### src/design/vpc_pkg.sv
// Constants, register map and state types of the vacuum pump controller
package vpc_pkg;

    // ----------------------------------------------------------------
    // Timing
    // ----------------------------------------------------------------
    localparam int CLK_HZ      = 50_000_000;
    localparam int MS_PER_S    = 1000;
    localparam int CYC_PER_MS  = CLK_HZ / MS_PER_S;
    localparam int IN_REACT_MS = 3;
    localparam int SAVE_WIN_S  = 3;
    localparam int MENU_IDLE_S = 60;
    localparam int FLASH_MS    = 250;

    // ----------------------------------------------------------------
    // Limits and regulation band
    // ----------------------------------------------------------------
    localparam logic [15:0] UNDER_MV = 16'h4B00;  // 19.2 V
    localparam logic [15:0] OVER_MV  = 16'h6720;  // 26.4 V
    localparam logic [13:0] BAND_NUM = 14'h0009;  // Restart at 90 %
    localparam logic [13:0] BAND_DEN = 14'h000A;
    localparam logic [7:0]  DLY_MIN  = 8'h01;
    localparam logic [7:0]  DLY_MAX  = 8'hC8;     // 200 ms

    // ----------------------------------------------------------------
    // Register map, word index (byte address = 4 * index)
    // ----------------------------------------------------------------
    localparam logic [5:0] IDX_CTRL   = 6'h00;
    localparam logic [5:0] IDX_STOP   = 6'h01;
    localparam logic [5:0] IDX_PART   = 6'h02;
    localparam logic [5:0] IDX_HYST   = 6'h03;
    localparam logic [5:0] IDX_BLOW   = 6'h04;
    localparam logic [5:0] IDX_DLY    = 6'h05;
    localparam logic [5:0] IDX_STATUS = 6'h06;
    localparam logic [5:0] IDX_VAC    = 6'h07;
    localparam logic [5:0] IDX_SUPPLY = 6'h08;
    localparam logic [5:0] IDX_ENERGY = 6'h09;

    localparam int CTRL_NPN    = 0;
    localparam int CTRL_BLOINT = 1;
    localparam int CTRL_MANUAL = 2;
    localparam int STAT_SAVE   = 6;

    localparam logic [2:0]  CTRL_RST = 3'h0;      // PNP, external blowoff
    localparam logic [9:0]  STOP_RST = 10'h226;   // 550 mbar
    localparam logic [9:0]  PART_RST = 10'h190;   // 400 mbar
    localparam logic [9:0]  HYST_RST = 10'h014;   // 20 mbar
    localparam logic [15:0] BLOW_RST = 16'h00C8;  // 200 ms
    localparam logic [7:0]  DLY_RST  = 8'h0A;     // 10 ms

    // ----------------------------------------------------------------
    // Types
    // ----------------------------------------------------------------
    typedef enum logic [3:0] {
        VPC_IDLE  = 4'b0001,
        VPC_SUCK  = 4'b0010,
        VPC_HOLD  = 4'b0100,
        VPC_BLOW  = 4'b1000
    } vpc_state_t;

    typedef struct packed {
        vpc_state_t  st;
        logic [2:0]  ctrl;
        logic [9:0]  thr_stop;
        logic [9:0]  thr_part;
        logic [9:0]  hyst;
        logic [15:0] blow_ms;
        logic [7:0]  dly_ms;
        logic [9:0]  vac;
        logic [15:0] ms_cnt;
        logic [3:0]  flt_cnt;
        logic [1:0]  in_act;
        logic [15:0] blow_cnt;
        logic        lvl_part;
        logic        lvl_stop;
        logic [7:0]  out_cnt;
        logic        second_switch_output;
        logic        second_switch_output_pin;
        logic        pump;
        logic        valve;
        logic        led_suck;
        logic        led_blow;
        logic        led_part;
        logic        led_stop;
        logic        under;
        logic        over;
        logic        save_err;
        logic [15:0] win_cnt;
        logic [15:0] menu_cnt;
        logic        menu_open;
        logic [7:0]  flash_cnt;
        logic        flash;
        logic [31:0] energy_ms;
        logic        ack;
        logic [31:0] dat;
    } vpc_regs_t;

endpackage

### src/design/vpc_top.sv
// Vacuum pump controller: suction, regulation, blowoff, LEDs, supervision
// How it works
// - Pump follows the suction input, subject to regulation and blowoff.
// - In suction, pump stops once vacuum reaches the stop threshold.
// - Pump restarts once vacuum falls ten percent below the stop threshold.
// - Undervoltage flag while supply is below 19.2 V.
// - Overvoltage flag while supply is above 26.4 V.
// - External blowoff lasts exactly as long as the blowoff input.
// - Internal blowoff vents for a set time after suction ends.
// - Both inputs active means blowoff, suction suppressed.
// - Input and output polarity selectable PNP or NPN, PNP after reset.
// - Power loss within three seconds of a remote write sets save error.
// - Suction LED in suction or hold, blowoff LED while venting.
// - Rising vacuum: LEDs off, part-present only, then both.
// - Falling vacuum: hysteresis bands on the part and stop thresholds.
// - Manual mode flashes both threshold LEDs.
// - Outside manual mode, threshold LEDs depend on measured vacuum only.
// - Vacuum drives regulation, second switch output and energy data.
// - Panel may edit parameters only without a link session.
// - Link side writes parameters and reads measured vacuum.
// - Wireless tag writes count as parameter changes; tag works unpowered.
// - Inputs react after 3 ms; output delay adjustable 1 to 200 ms.
// - Menu closes after one minute without a settings action.
`timescale 1ns/10ps
module vpc_top
    import vpc_pkg::*;
#(
    parameter int P_CYC_PER_MS = CYC_PER_MS,
    parameter int P_SAVE_MS    = SAVE_WIN_S * MS_PER_S,
    parameter int P_MENU_MS    = MENU_IDLE_S * MS_PER_S
) (
    input  wire logic        clk_i,
    input  wire logic        rst_i,
    input  wire logic [7:0]  wb_adr_i,
    input  wire logic [31:0] wb_dat_i,
    input  wire logic [3:0]  wb_sel_i,
    input  wire logic        wb_we_i,
    input  wire logic        wb_cyc_i,
    input  wire logic        wb_stb_i,
    output logic      [31:0] wb_dat_o,
    output logic             wb_ack_o,
    input  wire logic        suction_i,
    input  wire logic        blowoff_i,
    input  wire logic [9:0]  vacuum_i,
    input  wire logic [15:0] supply_mv_i,
    input  wire logic        power_fail_i,
    input  wire logic        link_active_i,
    input  wire logic        wireless_write_i,
    input  wire logic        panel_key_i,
    input  wire logic        panel_we_i,
    input  wire logic [5:0]  panel_idx_i,
    input  wire logic [15:0] panel_dat_i,
    output logic             pump_o,
    output logic             valve_o,
    output logic             second_switch_output_o,
    output logic             led_suction_o,
    output logic             led_blowoff_o,
    output logic             led_part_o,
    output logic             led_stop_o,
    output logic             err_under_o,
    output logic             err_over_o,
    output logic             save_err_o,
    output logic             menu_open_o
);

    // ----------------------------------------------------------------
    // State
    // ----------------------------------------------------------------
    vpc_regs_t   r;
    vpc_regs_t   n;

    logic        ms_tick;
    logic [1:0]  in_raw;
    logic        wb_req;
    logic        wb_wr;
    logic [5:0]  idx;
    logic        wr_en;
    logic        remote_wr;
    logic [5:0]  wr_idx;
    logic [15:0] wr_dat;
    logic [1:0]  wr_lane;
    logic [13:0] stop_prod;
    logic [9:0]  stop_lo;
    logic [9:0]  part_lo;
    logic [31:0] status;
    logic [31:0] rd;

    // Byte-lane merge for the 16-bit parameter words
    function automatic logic [15:0] merge(input logic [15:0] old,
                                          input logic [15:0] val,
                                          input logic [1:0]  lane);
        logic [15:0] m;
        m = old;
        if (lane[0]) begin
            m[7:0] = val[7:0];
        end
        if (lane[1]) begin
            m[15:8] = val[15:8];
        end
        return m;
    endfunction

    always_comb begin
        n = r;

        // ------------------------------------------------------------
        // Time base and input filter
        // ------------------------------------------------------------
        ms_tick = (r.ms_cnt == 16'(P_CYC_PER_MS - 1));
        n.ms_cnt = ms_tick ? '0 : r.ms_cnt + 16'h0001;

        // NPN inputs are active when the line is pulled low
        in_raw = {blowoff_i, suction_i} ^ {2{~r.ctrl[CTRL_NPN]}} ^ 2'h3;
        for (int i = 0; i < 2; i++) begin
            if (in_raw[i] == r.in_act[i]) begin
                n.flt_cnt[2*i +: 2] = 2'h0;
            end else if (ms_tick) begin
                if (r.flt_cnt[2*i +: 2] == 2'(IN_REACT_MS - 1)) begin
                    n.in_act[i] = in_raw[i];
                    n.flt_cnt[2*i +: 2] = 2'h0;
                end else begin
                    n.flt_cnt[2*i +: 2] = r.flt_cnt[2*i +: 2] + 2'h1;
                end
            end
        end

        // ------------------------------------------------------------
        // One vacuum sample feeds every comparison
        // ------------------------------------------------------------
        n.vac = vacuum_i;
        stop_prod = 14'(r.thr_stop) * BAND_NUM;
        stop_lo = 10'(stop_prod / BAND_DEN);
        part_lo = (r.thr_part > r.hyst) ? r.thr_part - r.hyst : '0;

        // Threshold levels, from vacuum alone
        if (r.vac > r.thr_stop) begin
            n.lvl_stop = 1'b1;
        end else if (r.vac < stop_lo) begin
            n.lvl_stop = 1'b0;
        end
        if (r.vac > r.thr_part) begin
            n.lvl_part = 1'b1;
        end else if (r.vac < part_lo) begin
            n.lvl_part = 1'b0;
        end

        // ------------------------------------------------------------
        // Operating sequence
        // ------------------------------------------------------------
        case (r.st)
            VPC_IDLE: begin
                if (r.in_act[1]) begin
                    n.st = VPC_BLOW;
                    n.blow_cnt = '0;
                end else if (r.in_act[0]) begin
                    n.st = VPC_SUCK;
                end
            end
            VPC_SUCK, VPC_HOLD: begin
                if (r.in_act[1]) begin
                    n.st = VPC_BLOW;
                    n.blow_cnt = '0;
                end else if (!r.in_act[0]) begin
                    n.blow_cnt = '0;
                    n.st = r.ctrl[CTRL_BLOINT] ? VPC_BLOW
                                               : VPC_IDLE;
                end else if (r.st == VPC_SUCK && r.vac >= r.thr_stop) begin
                    n.st = VPC_HOLD;
                end else if (r.st == VPC_HOLD && r.vac < stop_lo) begin
                    n.st = VPC_SUCK;
                end
            end
            VPC_BLOW: begin
                if (ms_tick && r.blow_cnt != 16'hFFFF) begin
                    n.blow_cnt = r.blow_cnt + 16'h0001;
                end
                // External venting ends with the input; internal on time
                if (r.in_act[1]) begin
                    n.st = VPC_BLOW;
                end else if (!r.ctrl[CTRL_BLOINT] || (ms_tick
                             && r.blow_cnt >= r.blow_ms)) begin
                    n.st = r.in_act[0] ? VPC_SUCK : VPC_IDLE;
                end
            end
            default: begin
                n.st = VPC_IDLE;
            end
        endcase

        n.pump = (n.st == VPC_SUCK);
        n.valve = (n.st == VPC_BLOW);
        n.led_suck = (n.st == VPC_SUCK) || (n.st == VPC_HOLD);
        n.led_blow = (n.st == VPC_BLOW);

        // ------------------------------------------------------------
        // Threshold LEDs, flashing in manual mode
        // ------------------------------------------------------------
        if (ms_tick) begin
            if (r.flash_cnt == 8'(FLASH_MS - 1)) begin
                n.flash_cnt = '0;
                n.flash = ~r.flash;
            end else begin
                n.flash_cnt = r.flash_cnt + 8'h01;
            end
        end
        if (r.ctrl[CTRL_MANUAL]) begin
            n.led_part = r.flash;
            n.led_stop = r.flash;
        end else begin
            n.led_part = r.lvl_part | r.lvl_stop;
            n.led_stop = r.lvl_stop;
        end

        // ------------------------------------------------------------
        // Second switch output with response delay
        // ------------------------------------------------------------
        if (r.lvl_part == r.second_switch_output) begin
            n.out_cnt = '0;
        end else if (ms_tick) begin
            // Zero or oversize settings are clamped into 1..200 ms
            if (r.out_cnt + 8'h01 >= ((r.dly_ms < DLY_MIN) ? DLY_MIN :
                (r.dly_ms > DLY_MAX) ? DLY_MAX : r.dly_ms)) begin
                n.second_switch_output = r.lvl_part;
                n.out_cnt = '0;
            end else begin
                n.out_cnt = r.out_cnt + 8'h01;
            end
        end
        n.second_switch_output_pin = n.second_switch_output ^ r.ctrl[CTRL_NPN];

        // Pump-on time for the energy monitoring data
        if (ms_tick && r.pump) begin
            n.energy_ms = r.energy_ms + 32'h0000_0001;
        end

        // ------------------------------------------------------------
        // Supply supervision
        // ------------------------------------------------------------
        n.under = (supply_mv_i < UNDER_MV);
        n.over = (supply_mv_i > OVER_MV);

        // ------------------------------------------------------------
        // Parameter writes: link first, panel only without session
        // ------------------------------------------------------------
        wb_req = wb_cyc_i && wb_stb_i && !r.ack;
        wb_wr = wb_req && wb_we_i;
        idx = wb_adr_i[7:2];
        if (wb_wr) begin
            wr_en = 1'b1;
            wr_idx = idx;
            wr_dat = wb_dat_i[15:0];
            wr_lane = wb_sel_i[1:0];
        end else begin
            // A panel write in the same cycle as a bus write is dropped
            wr_en = panel_we_i && !link_active_i;
            wr_idx = panel_idx_i;
            wr_dat = panel_dat_i;
            wr_lane = 2'h3;
        end
        remote_wr = 1'b0;
        if (wr_en) begin
            remote_wr = wb_wr;
            case (wr_idx)
                IDX_CTRL: n.ctrl = 3'(merge(16'(r.ctrl), wr_dat, wr_lane));
                IDX_STOP: n.thr_stop = 10'(merge(16'(r.thr_stop), wr_dat,
                                                 wr_lane));
                IDX_PART: n.thr_part = 10'(merge(16'(r.thr_part), wr_dat,
                                                 wr_lane));
                IDX_HYST: n.hyst = 10'(merge(16'(r.hyst), wr_dat, wr_lane));
                IDX_BLOW: n.blow_ms = merge(r.blow_ms, wr_dat, wr_lane);
                IDX_DLY:  n.dly_ms = 8'(merge(16'(r.dly_ms), wr_dat,
                                              wr_lane));
                default: remote_wr = 1'b0;
            endcase
        end

        // ------------------------------------------------------------
        // Save window after a remote or wireless change
        // ------------------------------------------------------------
        if (remote_wr || wireless_write_i) begin
            n.win_cnt = 16'(P_SAVE_MS);
        end else if (ms_tick && r.win_cnt != '0) begin
            n.win_cnt = r.win_cnt - 16'h0001;
        end
        // Clear by writing one; a new error in the same cycle wins
        if (wb_wr && idx == IDX_STATUS && wb_sel_i[0]
            && wb_dat_i[STAT_SAVE]) begin
            n.save_err = 1'b0;
        end
        if (power_fail_i && r.win_cnt != '0) begin
            n.save_err = 1'b1;
        end

        // ------------------------------------------------------------
        // Menu idle timeout
        // ------------------------------------------------------------
        if (panel_key_i || (panel_we_i && !link_active_i)) begin
            n.menu_open = 1'b1;
            n.menu_cnt = '0;
        end else if (r.menu_open && ms_tick) begin
            if (r.menu_cnt == 16'(P_MENU_MS - 1)) begin
                n.menu_open = 1'b0;
                n.menu_cnt = '0;
            end else begin
                n.menu_cnt = r.menu_cnt + 16'h0001;
            end
        end

        // ------------------------------------------------------------
        // Wishbone read and acknowledge
        // ------------------------------------------------------------
        status = {16'h0000, 4'(r.st), 3'h0, r.menu_open, r.second_switch_output,
                  r.save_err, r.over, r.under, r.led_stop, r.led_part,
                  r.valve, r.pump};
        case (idx)
            IDX_CTRL:   rd = 32'(r.ctrl);
            IDX_STOP:   rd = 32'(r.thr_stop);
            IDX_PART:   rd = 32'(r.thr_part);
            IDX_HYST:   rd = 32'(r.hyst);
            IDX_BLOW:   rd = 32'(r.blow_ms);
            IDX_DLY:    rd = 32'(r.dly_ms);
            IDX_STATUS: rd = status;
            IDX_VAC:    rd = 32'(r.vac);
            IDX_SUPPLY: rd = 32'(supply_mv_i);
            IDX_ENERGY: rd = r.energy_ms;
            default:    rd = '0;
        endcase
        n.ack = wb_req;
        n.dat = wb_req ? rd : '0;
    end

    // ----------------------------------------------------------------
    // Register stage
    // ----------------------------------------------------------------
    always_ff @(posedge clk_i) begin
        if (rst_i) begin
            r          <= '0;
            r.st       <= VPC_IDLE;
            r.ctrl     <= CTRL_RST;
            r.thr_stop <= STOP_RST;
            r.thr_part <= PART_RST;
            r.hyst     <= HYST_RST;
            r.blow_ms  <= BLOW_RST;
            r.dly_ms   <= DLY_RST;
        end else begin
            r <= n;
        end
    end

    assign wb_dat_o      = r.dat;
    assign wb_ack_o      = r.ack;
    assign pump_o        = r.pump;
    assign valve_o       = r.valve;
    assign second_switch_output_o        = r.second_switch_output_pin;
    assign led_suction_o = r.led_suck;
    assign led_blowoff_o = r.led_blow;
    assign led_part_o    = r.led_part;
    assign led_stop_o    = r.led_stop;
    assign err_under_o   = r.under;
    assign err_over_o    = r.over;
    assign save_err_o    = r.save_err;
    assign menu_open_o   = r.menu_open;

endmodule // vpc_top

### config.mk
export PLATFORM = sky130hd
export DESIGN_NAME = vpc_top
export DESIGN_NICKNAME = d
export VERILOG_FILES = /design/src/design/vpc_pkg.sv /design/src/design/vpc_top.sv
export SDC_FILE = /design/constraint.sdc
export NUM_CORES = 1
export LEC_CHECK = 0
export BUFFER_PORTS_ARGS = -buffer_cell sky130_fd_sc_hd__buf_2
export CAP_MARGIN = 20
export CORE_MARGIN = 5
export CORE_UTILIZATION = 55
export DETAILED_ROUTE_END_ITERATION = 7
export PLACE_DENSITY = 0.76
export SYNTH_ARGS = -nofsm -noshare
export SYNTH_HDL_FRONTEND = slang
export SYNTH_SLANG_ARGS = --single-unit
### constraint.sdc
create_clock -name clk_i -period 15.4 [get_ports clk_i]
set_input_delay 3.08 -clock clk_i [delete_from_list [all_inputs] [get_ports clk_i]]
set_output_delay 3.08 -clock clk_i [all_outputs]
set_load 0.02 [all_outputs]
# Word level (Yosys, flattened, before mapping)
# Cells that the tools add are included.
[word_totals] in_bits=104 word_cells=208 register_bits=236
[classes] n_lt_le_gt_ge=12 mux=46 addsub=10 div=1 bitwise_logic=9 n_reduce_logical=56 mul=1 n_eq_ne=33
[op_table] cell="one-hot mux 32 bit (10 select lines)" count=1
[op_table] cell="2-to-1 mux 16 bit" count=6
[op_table] cell="adder 16 x 1 -> 16 bit, second input constant" count=3
[op_table] cell="one-hot mux 16 bit (3 select lines)" count=1
[op_table] cell="equality test 6 x 3 -> 1 bit, second input constant" count=6
[op_table] cell="2-to-1 mux 4 bit" count=9
[op_table] cell="AND reduction 3 bit" count=12
[op_table] cell="adder 32 x 1 -> 32 bit, second input constant" count=1
[op_table] cell="equality test 16 bit, second input constant" count=2
[op_table] cell="2-to-1 mux 8 bit" count=4
[op_table] cell="greater-than comparator 10 bit" count=3
[op_table] cell="equality test 6 x 2 -> 1 bit, second input constant" count=4
[op_table] cell="2-to-1 mux 12 bit" count=2
[op_table] cell="< comparator 10 bit" count=2
[op_table] cell="adder 8 x 1 -> 8 bit, second input constant" count=2
[op_table] cell=">= comparator 16 bit" count=1
[op_table] cell="greater-than comparator 16 x 15 -> 1 bit, second input constant" count=1
[op_table] cell="< comparator 16 x 15 -> 1 bit, second input constant" count=1
[op_table] cell="inequality test 16 bit, second input constant" count=1
[op_table] cell="nonzero test 16 bit" count=1
[op_table] cell="OR reduction 2 bit" count=8
[op_table] cell="subtractor 16 x 1 -> 16 bit, second input constant" count=1
[op_table] cell="logical AND 1 bit" count=15
[op_table] cell="2-to-1 mux 1 bit" count=15
[op_table] cell="other kinds (36)" count=66

# Logic depth before layout (Yosys ltp)
# Gate-level depths: netlist of run 1.
[logic_depth] ltp_word=11 depth_mapped=35

# Least setup slack after synthesis of run 1
# OpenSTA, ideal clock, no wires.
[synth_timing] path_kind="flip-flop to flip-flop" start="register r[221] (netlist bit)" end="register r, in the netlist pump_o" t_arrival_ns=6.652 t_required_ns=15.340 stages_incl_launch_ff=35 setup_slack_ns=8.688 setup_time_ns=0.060 cell_sequence="dfxtp_1 -> ha_1 -> ha_1 -> inv_1 -> fa_1 -> and2b_4 -> o21ai_4 -> a21oi_4 -> o21ai_1 -> a221oi_4 -> nand2_4 -> inv_2 -> mux2_4 -> a211oi_4 -> mux2_4 -> or4_1 -> o311a_4 -> nand3_2 -> mux2_1 -> a32o_1 -> ha_1 -> a21o_1 -> a21oi_1 -> nor2b_1 -> o21ai_0 -> nand2b_1 -> a21oi_1 -> nor2b_1 -> o21ai_0 -> nand2b_1 -> nor3_1 -> inv_1 -> a311oi_1 -> a21o_1 -> a41o_1"
[synth_between] elab_chain_cells=10 word_cells_on_any_way=12
[synth_rtl] element="start, declared" line="vpc_top.sv:69" rtl="vpc_regs_t r;"
[synth_rtl] element="start signal, assigned" line="vpc_top.sv:346" rtl="r <= n;"
[synth_rtl] element="multiplier 10 x 4 -> 14 bit" line="vpc_top.sv:131" rtl="stop_prod = 14'(r.thr_stop) * BAND_NUM;"
[synth_rtl] element="divider 14 x 4 -> 14 bit" line="vpc_top.sv:132" rtl="stop_lo = 10'(stop_prod / BAND_DEN);"
[synth_rtl] element="< comparator 10 bit" line="vpc_top.sv:169" rtl="end else if (r.st == VPC_HOLD && r.vac < stop_lo) begin"
[synth_rtl] element="logical AND 1 bit" line="vpc_top.sv:169"
[synth_rtl] element="2-to-1 mux 4 bit" line="vpc_top.sv:169"
[synth_rtl] element="2-to-1 mux 4 bit (*)" line="vpc_top.sv:167" rtl="end else if (r.st == VPC_SUCK && r.vac >= r.thr_stop) begin"
[synth_rtl] element="2-to-1 mux 4 bit (*)" line="vpc_top.sv:163" rtl="end else if (!r.in_act[0]) begin"
[synth_rtl] element="2-to-1 mux 4 bit (*)" line="vpc_top.sv:160" rtl="if (r.in_act[1]) begin"
[synth_rtl] element="one-hot mux 4 bit (3 select lines) (*)" line="vpc_top.sv:150" rtl="case (r.st)"
[synth_rtl] element="equality test 4 x 2 -> 1 bit (*)" line="vpc_top.sv:190" rtl="n.pump = (n.st == VPC_SUCK);"
# Mark *: on every way between the ends. The rest lies on a longest branch, timed or not.
# A chain may end at the register's enable or synchronous reset.

# Worst setup path after layout of run 1
[layout_timing] start="register r[228] (netlist bit)" end="register r, in the netlist pump_o"
# The elaborated chain is that of the path after synthesis.

==> flow_metrics.env, run 1 <==
export IMPL_dr_pass1_iters=5
export IMPL_maxCapViolCount=0
export IMPL_grt_pass1_wl_um=63460
export IMPL_hold_depth=1
export IMPL_fmax_mhz=125.6
export IMPL_status="complete, no violations"
export IMPL_io_pins=148
export IMPL_clk_pin_slew_ns=0.06
export IMPL_cts_buffers=26
export IMPL_ys_flop_type="dfxtp_1"
export IMPL_finalCritPeriodShare=0.5170
export IMPL_syn_to_final_growth_pct=10.38
export IMPL_ys_warn_count=0
export IMPL_synth_edf_count=0
export IMPL_path_class="flip-flop to flip-flop"
export IMPL_min_to="r[150]"
export IMPL_core_rowCount=59
export IMPL_place_ws_ns=7.624
export IMPL_cts_root_buf="clkbuf_16"
export IMPL_final_hold_viol_count=0
export IMPL_drtAntennaViolNets=0
export IMPL_crit_slowest_cell="dfxtp_1"
export IMPL_antenna_cells=0
export IMPL_vias=13295
export IMPL_period_minus_slack_ns=7.962
export IMPL_reg2reg_from="r[228]"
export IMPL_grt_pass1_vias=12424
export IMPL_syn_nets=1975
export IMPL_synth_cell_type_count=110
export IMPL_finalWirelength_um=39380
export IMPL_drt_iter0_drc=1181
export IMPL_p_leak_nw=6.505
export IMPL_drive_gt1_frac=0.1291
export IMPL_clk_latency_ns=0.56
export IMPL_slowest_delay_ns=0.81
export IMPL_reg2reg_setup_slack_ns=7.44
export IMPL_cts_buffer_depth=3
export IMPL_io_buffers=127
export IMPL_hpwl_um=28910
export IMPL_die_h_um=172.7
export IMPL_maxSlewHeadroom=0.2520
export IMPL_grt_max_degree=64
export IMPL_r2r_cells=31
export IMPL_cp_required_ns=15.87
export IMPL_setup_viol=0
export IMPL_power_density_nw_per_um2=86.61
export IMPL_place_gp_congestion=0.9402
export IMPL_fp_dieArea_um2=29820
export IMPL_grt_overflow=0
export IMPL_via_per_inst=6.082
export IMPL_htree_levels=1
export IMPL_ir_drop_uv=85.84
export IMPL_slew_violations=0
export IMPL_ys_seq_elements=236
export IMPL_grt_setup_unrepaired="no"
export IMPL_cts_tree="yes"
export IMPL_chipWidth_um=172.7
export IMPL_seq_area_frac_synth=0.3246
export IMPL_fin_setup_tns_ns=0
export IMPL_nNetsFinal=2033
export IMPL_antenna_found_initial=0
export IMPL_fin_ws_ns=7.438
export IMPL_synthArstFlopShare=0
export IMPL_min_delay_start="r[150]"
export IMPL_cp_start_kind="flip-flop"
export IMPL_routedWlPerCell_um=18.01
export IMPL_cp_max_fo=19
export IMPL_cp_arrival_ns=8.43
export IMPL_start_util=0.5586
export IMPL_crit_path_frequent_cell="ha_1"
export IMPL_netlist_instances=1775
export IMPL_cts_resized_gates=0
export IMPL_cts_hold_buf=0
export IMPL_cts_num_sinks=236
export IMPL_post_cts_setup_buffer_count=0
export IMPL_grtUsageTotal=0.2493
export IMPL_r2r_end="pump_o"
export IMPL_hp_class="flip-flop to flip-flop"
export IMPL_drc=0
export IMPL_netlist_area_um2=14560
export IMPL_fillerInstances=2304
export IMPL_avgSynthCellArea_um2=8.200
export IMPL_fin_skew_ns=0.03034
export IMPL_end_kind="flip-flop"
export IMPL_max_slew_worst_pin_slew_ns=1.120
export IMPL_core_area_um2=26060
==> through the flow <==
stage / instances / utilization / total power, mW / hold slack, ns / cell area, um2
6_report: 2186 / 0.6166 / 1.392 / 0.4689 / 16070
5_1_grt: 2186 / 0.6166 / 1.439 / 0.4865 / 16070
4_1_cts: 2184 / 0.6157 / 1.399 / 0.4656 / 16040
3_5_place_dp: 2138 / 0.5804 / 0.7355 / 0.4507 / 15120
3_3_place_gp: 2138 / 0.5804 / 0.7337 / 0.4401 / 15120
2_1_floorplan: 1775 / - / 0.6988 / 0.4277 / 14560
==> synthesized netlist by cell type, types with 26 or more instances <==
cell type / count / area, um2
nand4_1: 47 / 294.0
buf_4: 34 / 255.2
mux2i_1: 26 / 260.3
xor2_1: 79 / 691.9
dfxtp_1: 236 / 4725
inv_1: 65 / 244.0
nor2_1: 222 / 833.3
o21ai_0: 80 / 400.4
ha_1: 94 / 1176
nor3_1: 42 / 210.2
a21o_1: 31 / 232.7
xnor2_1: 38 / 332.8
a21oi_1: 95 / 475.5
nor2b_1: 39 / 244.0
and3_1: 36 / 225.2
a211oi_1: 41 / 307.8
clkbuf_1: 62 / 232.7
nand3_1: 52 / 260.3
nand2_1: 170 / 638.1
==> how the worst max path moves through the flow <==
stage                start  endpoint  depth (start not counted)
detailed placement  r[228]    pump_o                         32
global route        r[228]    pump_o                         31
global placement    r[228]    pump_o                         32
CTS                 r[228]    pump_o                         31
floorplan           r[221]    pump_o                         34
finish              r[228]    pump_o                         31
==> critical path: cells and delay by family, from the launching register on <==
| family | cells | cell delay [ns] |
|---|---|---|
| simple gates | 9 | 1.34 |
| fa+ha+maj | 3 | 0.94 |
| mux | 3 | 1.02 |
| compound gates | 15 | 3.68 |
| flops | 1 | 0.81 |
| buf+inv | 1 | 0.06 |
==> registers in the layout, summed over array words and instances, names as in the netlist <==
register,count
pump_o,1
led_stop_o,1
wb_ack_o,1
led_suction_o,1
save_err_o,1
led_blowoff_o,1
led_part_o,1
r,193
err_over_o,1
second_switch_output_o,1
err_under_o,1
menu_open_o,1
wb_dat_o,32
==> cell families after synthesis <==
logic type | after synthesis | synth area share
flops | 236 | 0.3246
buf+inv | 176 | 0.05579
compound gates | 415 | 0.2055
simple gates | 699 | 0.2314
mux | 36 | 0.02871
fa+ha+maj | 96 | 0.08356
xor+xnor | 117 | 0.07040
==> layout make-up <==
cell class	instances	area, um2	share of cell area
Multi-Input combinational cell	1363	9026	0.5618
Sequential cell	236	4725	0.2941
Timing Repair Buffer	135	705.7	0.04392
Clock buffer	29	671.9	0.04182
Tap cell	335	419.2	0.02609
Inverter	71	271.5	0.01690
Clock inverter	17	247.7	0.01542
==> power by group <==
part,internal (mW),leakage [nW],switching [mW]
clock network,0.401,0.448,0.266
logic,0.0378,4.15,0.0615
registers,0.616,1.91,0.00931
==> cell usage in the layout, fill, tap and decap left out, types with 47 or more instances in the layout <==
cell / instances
dfxtp_1: 236
nor2_1: 222
nand2_1: 170
buf_2: 126
a21oi_1: 95
ha_1: 94
o21ai_0: 80
xor2_1: 79
inv_1: 65
nand3_1: 52
nand4_1: 47
==> layer usage <==
| layer | track usage | wire (um) | up-vias | part of all wire |
|---|---|---|---|---|
| li1 | - | - | 6458 | - |
| met1 | 0.3467 | 17090 | 6233 | 0.43 |
| met2 | 0.3988 | 17720 | 520 | 0.45 |
| met3 | 0.04607 | 3362 | 84 | 0.085 |
| met4 | 0.07009 | 1201 | 0 | 0.031 |
| met5 | 0 | 0 | - | 0 |
(Power assumes the default switching activity.)
==> inputs of run 2 (changes only) <==
--- a/config.mk
+++ b/config.mk
@@ -8,9 +8,9 @@
 export BUFFER_PORTS_ARGS = -buffer_cell sky130_fd_sc_hd__buf_2
 export CAP_MARGIN = 20
 export CORE_MARGIN = 5
-export CORE_UTILIZATION = 55
+export CORE_UTILIZATION = 54
 export DETAILED_ROUTE_END_ITERATION = 7
-export PLACE_DENSITY = 0.76
+export PLACE_DENSITY = 0.78
 export SYNTH_ARGS = -nofsm -noshare
 export SYNTH_HDL_FRONTEND = slang
 export SYNTH_SLANG_ARGS = --single-unit
==> constraint.sdc (replaced) <==
create_clock -name clk_i -period 6.74 [get_ports clk_i]
set_input_delay 1.348 -clock clk_i [delete_from_list [all_inputs] [get_ports clk_i]]
set_output_delay 1.348 -clock clk_i [all_outputs]
set_load 0.02 [all_outputs]
==> flow_metrics.env, run 2 (synthesis gave the netlist of run 1 again) <==
export IMPL_cts_buffers=26
export IMPL_cts_root_buf="clkbuf_16"
export IMPL_cts_buffer_depth=3
export IMPL_finalWirelength_um=43090
export IMPL_combPwrFrac=0.079
export IMPL_min_delay_start="r[150]"
export IMPL_finalCritPeriodShare=0.9854
export IMPL_grt_overflow=0
export IMPL_fin_ws_ns=0.09869
export IMPL_cp_arrival_ns=7.12
export IMPL_clk_pin_slew_ns=0.07
export IMPL_wl_met2_um=20760
export IMPL_die_h_um=174.2
export IMPL_met1_length_um=17500
export IMPL_drive_gt1_frac=0.1963
export IMPL_grt_setup_unrepaired="yes"
export IMPL_crit_buf_inv=3
export IMPL_dr_pass1_iters=8
export IMPL_cts_tree="yes"
export IMPL_largest_reg_flops=193
export IMPL_p_switching_uw=770.4
export IMPL_via_per_inst=6.029
export IMPL_p_int_mw=2.447
export IMPL_crit_start="r[224]"
export IMPL_period_minus_slack_ns=6.641
export IMPL_cp_required_ns=7.22
export IMPL_max_slew_worst_pin_slew_ns=1.041
export IMPL_antenna_cells=0
export IMPL_hpwl_um=31570
export IMPL_vias=13848
export IMPL_drtAntennaViolNets=0
export IMPL_slowest_delay_ns=0.54
export IMPL_routedWlPerCell_um=18.76
export IMPL_maxSlewHeadroom=0.2864
export IMPL_place_gp_congestion=0.9249
export IMPL_core_rowCount=60
export IMPL_place_ws_ns=-0.2135
export IMPL_cp_start_kind="flip-flop"
export IMPL_cp_max_fo=5
export IMPL_holdWs_ns=0.4627
export IMPL_clkPwrFrac=0.477
export IMPL_top_layer="met4"
export IMPL_status="complete, no violations"
export IMPL_seqPwrFrac=0.444
export IMPL_drt_iter0_drc=1277
export IMPL_slew_violations=0
export IMPL_power_density_nw_per_um2=187.0
export IMPL_grt_max_degree=61
export IMPL_final_common_cell="dfxtp_1"
export IMPL_final_hold_viol_count=0
export IMPL_crit_slowest_cell="or4_4"
export IMPL_setup_viol=0
export IMPL_maxCapViolCount=0
export IMPL_nNetsFinal=2137
export IMPL_hp_class="flip-flop to flip-flop"
export IMPL_end_kind="flip-flop"
export IMPL_switching_share=0.2394
export IMPL_grt_pass1_vias=13228
export IMPL_grt_pass1_wl_um=67810
export IMPL_p_leak_nw=7.101
export IMPL_regMostFlops="r"
export IMPL_io_pins=148
export IMPL_fin_skew_ns=0.02204
export IMPL_final_cell_mix="dfxtp_1 (232), nor2_1 (221), nand2_1 (170)"
export IMPL_clk_latency_ns=0.54
export IMPL_antenna_found_initial=0
export IMPL_fp_dieArea_um2=30340
export IMPL_htree_levels=1
export IMPL_drc=0
export IMPL_ir_drop_uv=169.8
export IMPL_fmax_mhz=150.6
export IMPL_wl_met3_um=3309
export IMPL_cp_top_family="compound AO/OA/AOI/OAI gates"
export IMPL_grtUsageTotal=0.2686
export IMPL_reg2reg_from="r[224]"
export IMPL_core_area_um2=26730
export IMPL_start_util=0.5446
export IMPL_path_class="flip-flop to flip-flop"
export IMPL_cts_hold_buf=0
export IMPL_syn_to_final_growth_pct=18.20
export IMPL_cts_num_sinks=236
export IMPL_io_buffers=127
export IMPL_chipWidth_um=174.2
==> run 2: cell types whose count changed in the layout (fill, tap and decap cells not counted), moves of 4 or more <==
| cell | delta |
|---|---|
| a21oi_1 | -8 |
| a21oi_2 | +5 |
| buf_4 | +97 |
| buf_6 | +7 |
| clkbuf_8 | +4 |
| dfxtp_1 | -4 |
| ha_1 | -7 |
| ha_4 | +4 |
| o21ai_0 | -5 |
==> run 2: routing by layer <==
metal	track usage	up-vias
met5	0	-
met3	0.04371	98
li1	-	6679
met1	0.3438	6545
met2	0.4608	526
met4	0.09238	0
==> run 2: power by group through the flow <==
stage / sequential, mW / clock, mW / combinational (mW)
2_1_floorplan: 1.45 / 0 / 0.145
3_3_place_gp: 1.46 / 0 / 0.233
3_5_place_dp: 1.46 / 0 / 0.237
4_1_cts: 1.43 / 1.55 / 0.243
5_1_grt: 1.43 / 1.62 / 0.276
6_report: 1.43 / 1.53 / 0.254
==> run 2: cell type report <==
class	instances	area, um2
clock inverter	12	172.7
tap	341	426.7
fill	2255	9522
timing repair buffer	239	1513
clock buffer	35	755.7
sequential	236	4732
multi-input combinational	1363	9333
inverter	71	271.5
==> run 2: final timing paths <==
check	endpoint	slack, ns	depth (start not counted)
worst max-delay path	r[234]	0.1	34
worst min register to register	r[150]	0.46	1
worst min-delay path	r[150]	0.46	1
worst max register to register	r[234]	0.1	34
==> run 2: stage by stage <==
stage | TNS [ns] | std cells | instance area [um2] | power, mW | util
3_5_place_dp | -0.7737 | 2233 | 15810 | 1.695 | 0.5914
6_report | 0 | 2297 | 17200 | 3.217 | 0.6437
3_3_place_gp | -0.06211 | 2233 | 15810 | 1.691 | 0.5914
2_1_floorplan | 0 | 1775 | 14560 | 1.597 | -
5_1_grt | -0.9460 | 2297 | 17200 | 3.322 | 0.6437
4_1_cts | 0 | 2285 | 16910 | 3.219 | 0.6328
==> run 2: what timing repair did <==
item                                    CTS  global route
pin swaps                                21            30
gates resized for setup                  26            44
endpoints found under the setup margin    4             4
setup buffers                             5            10
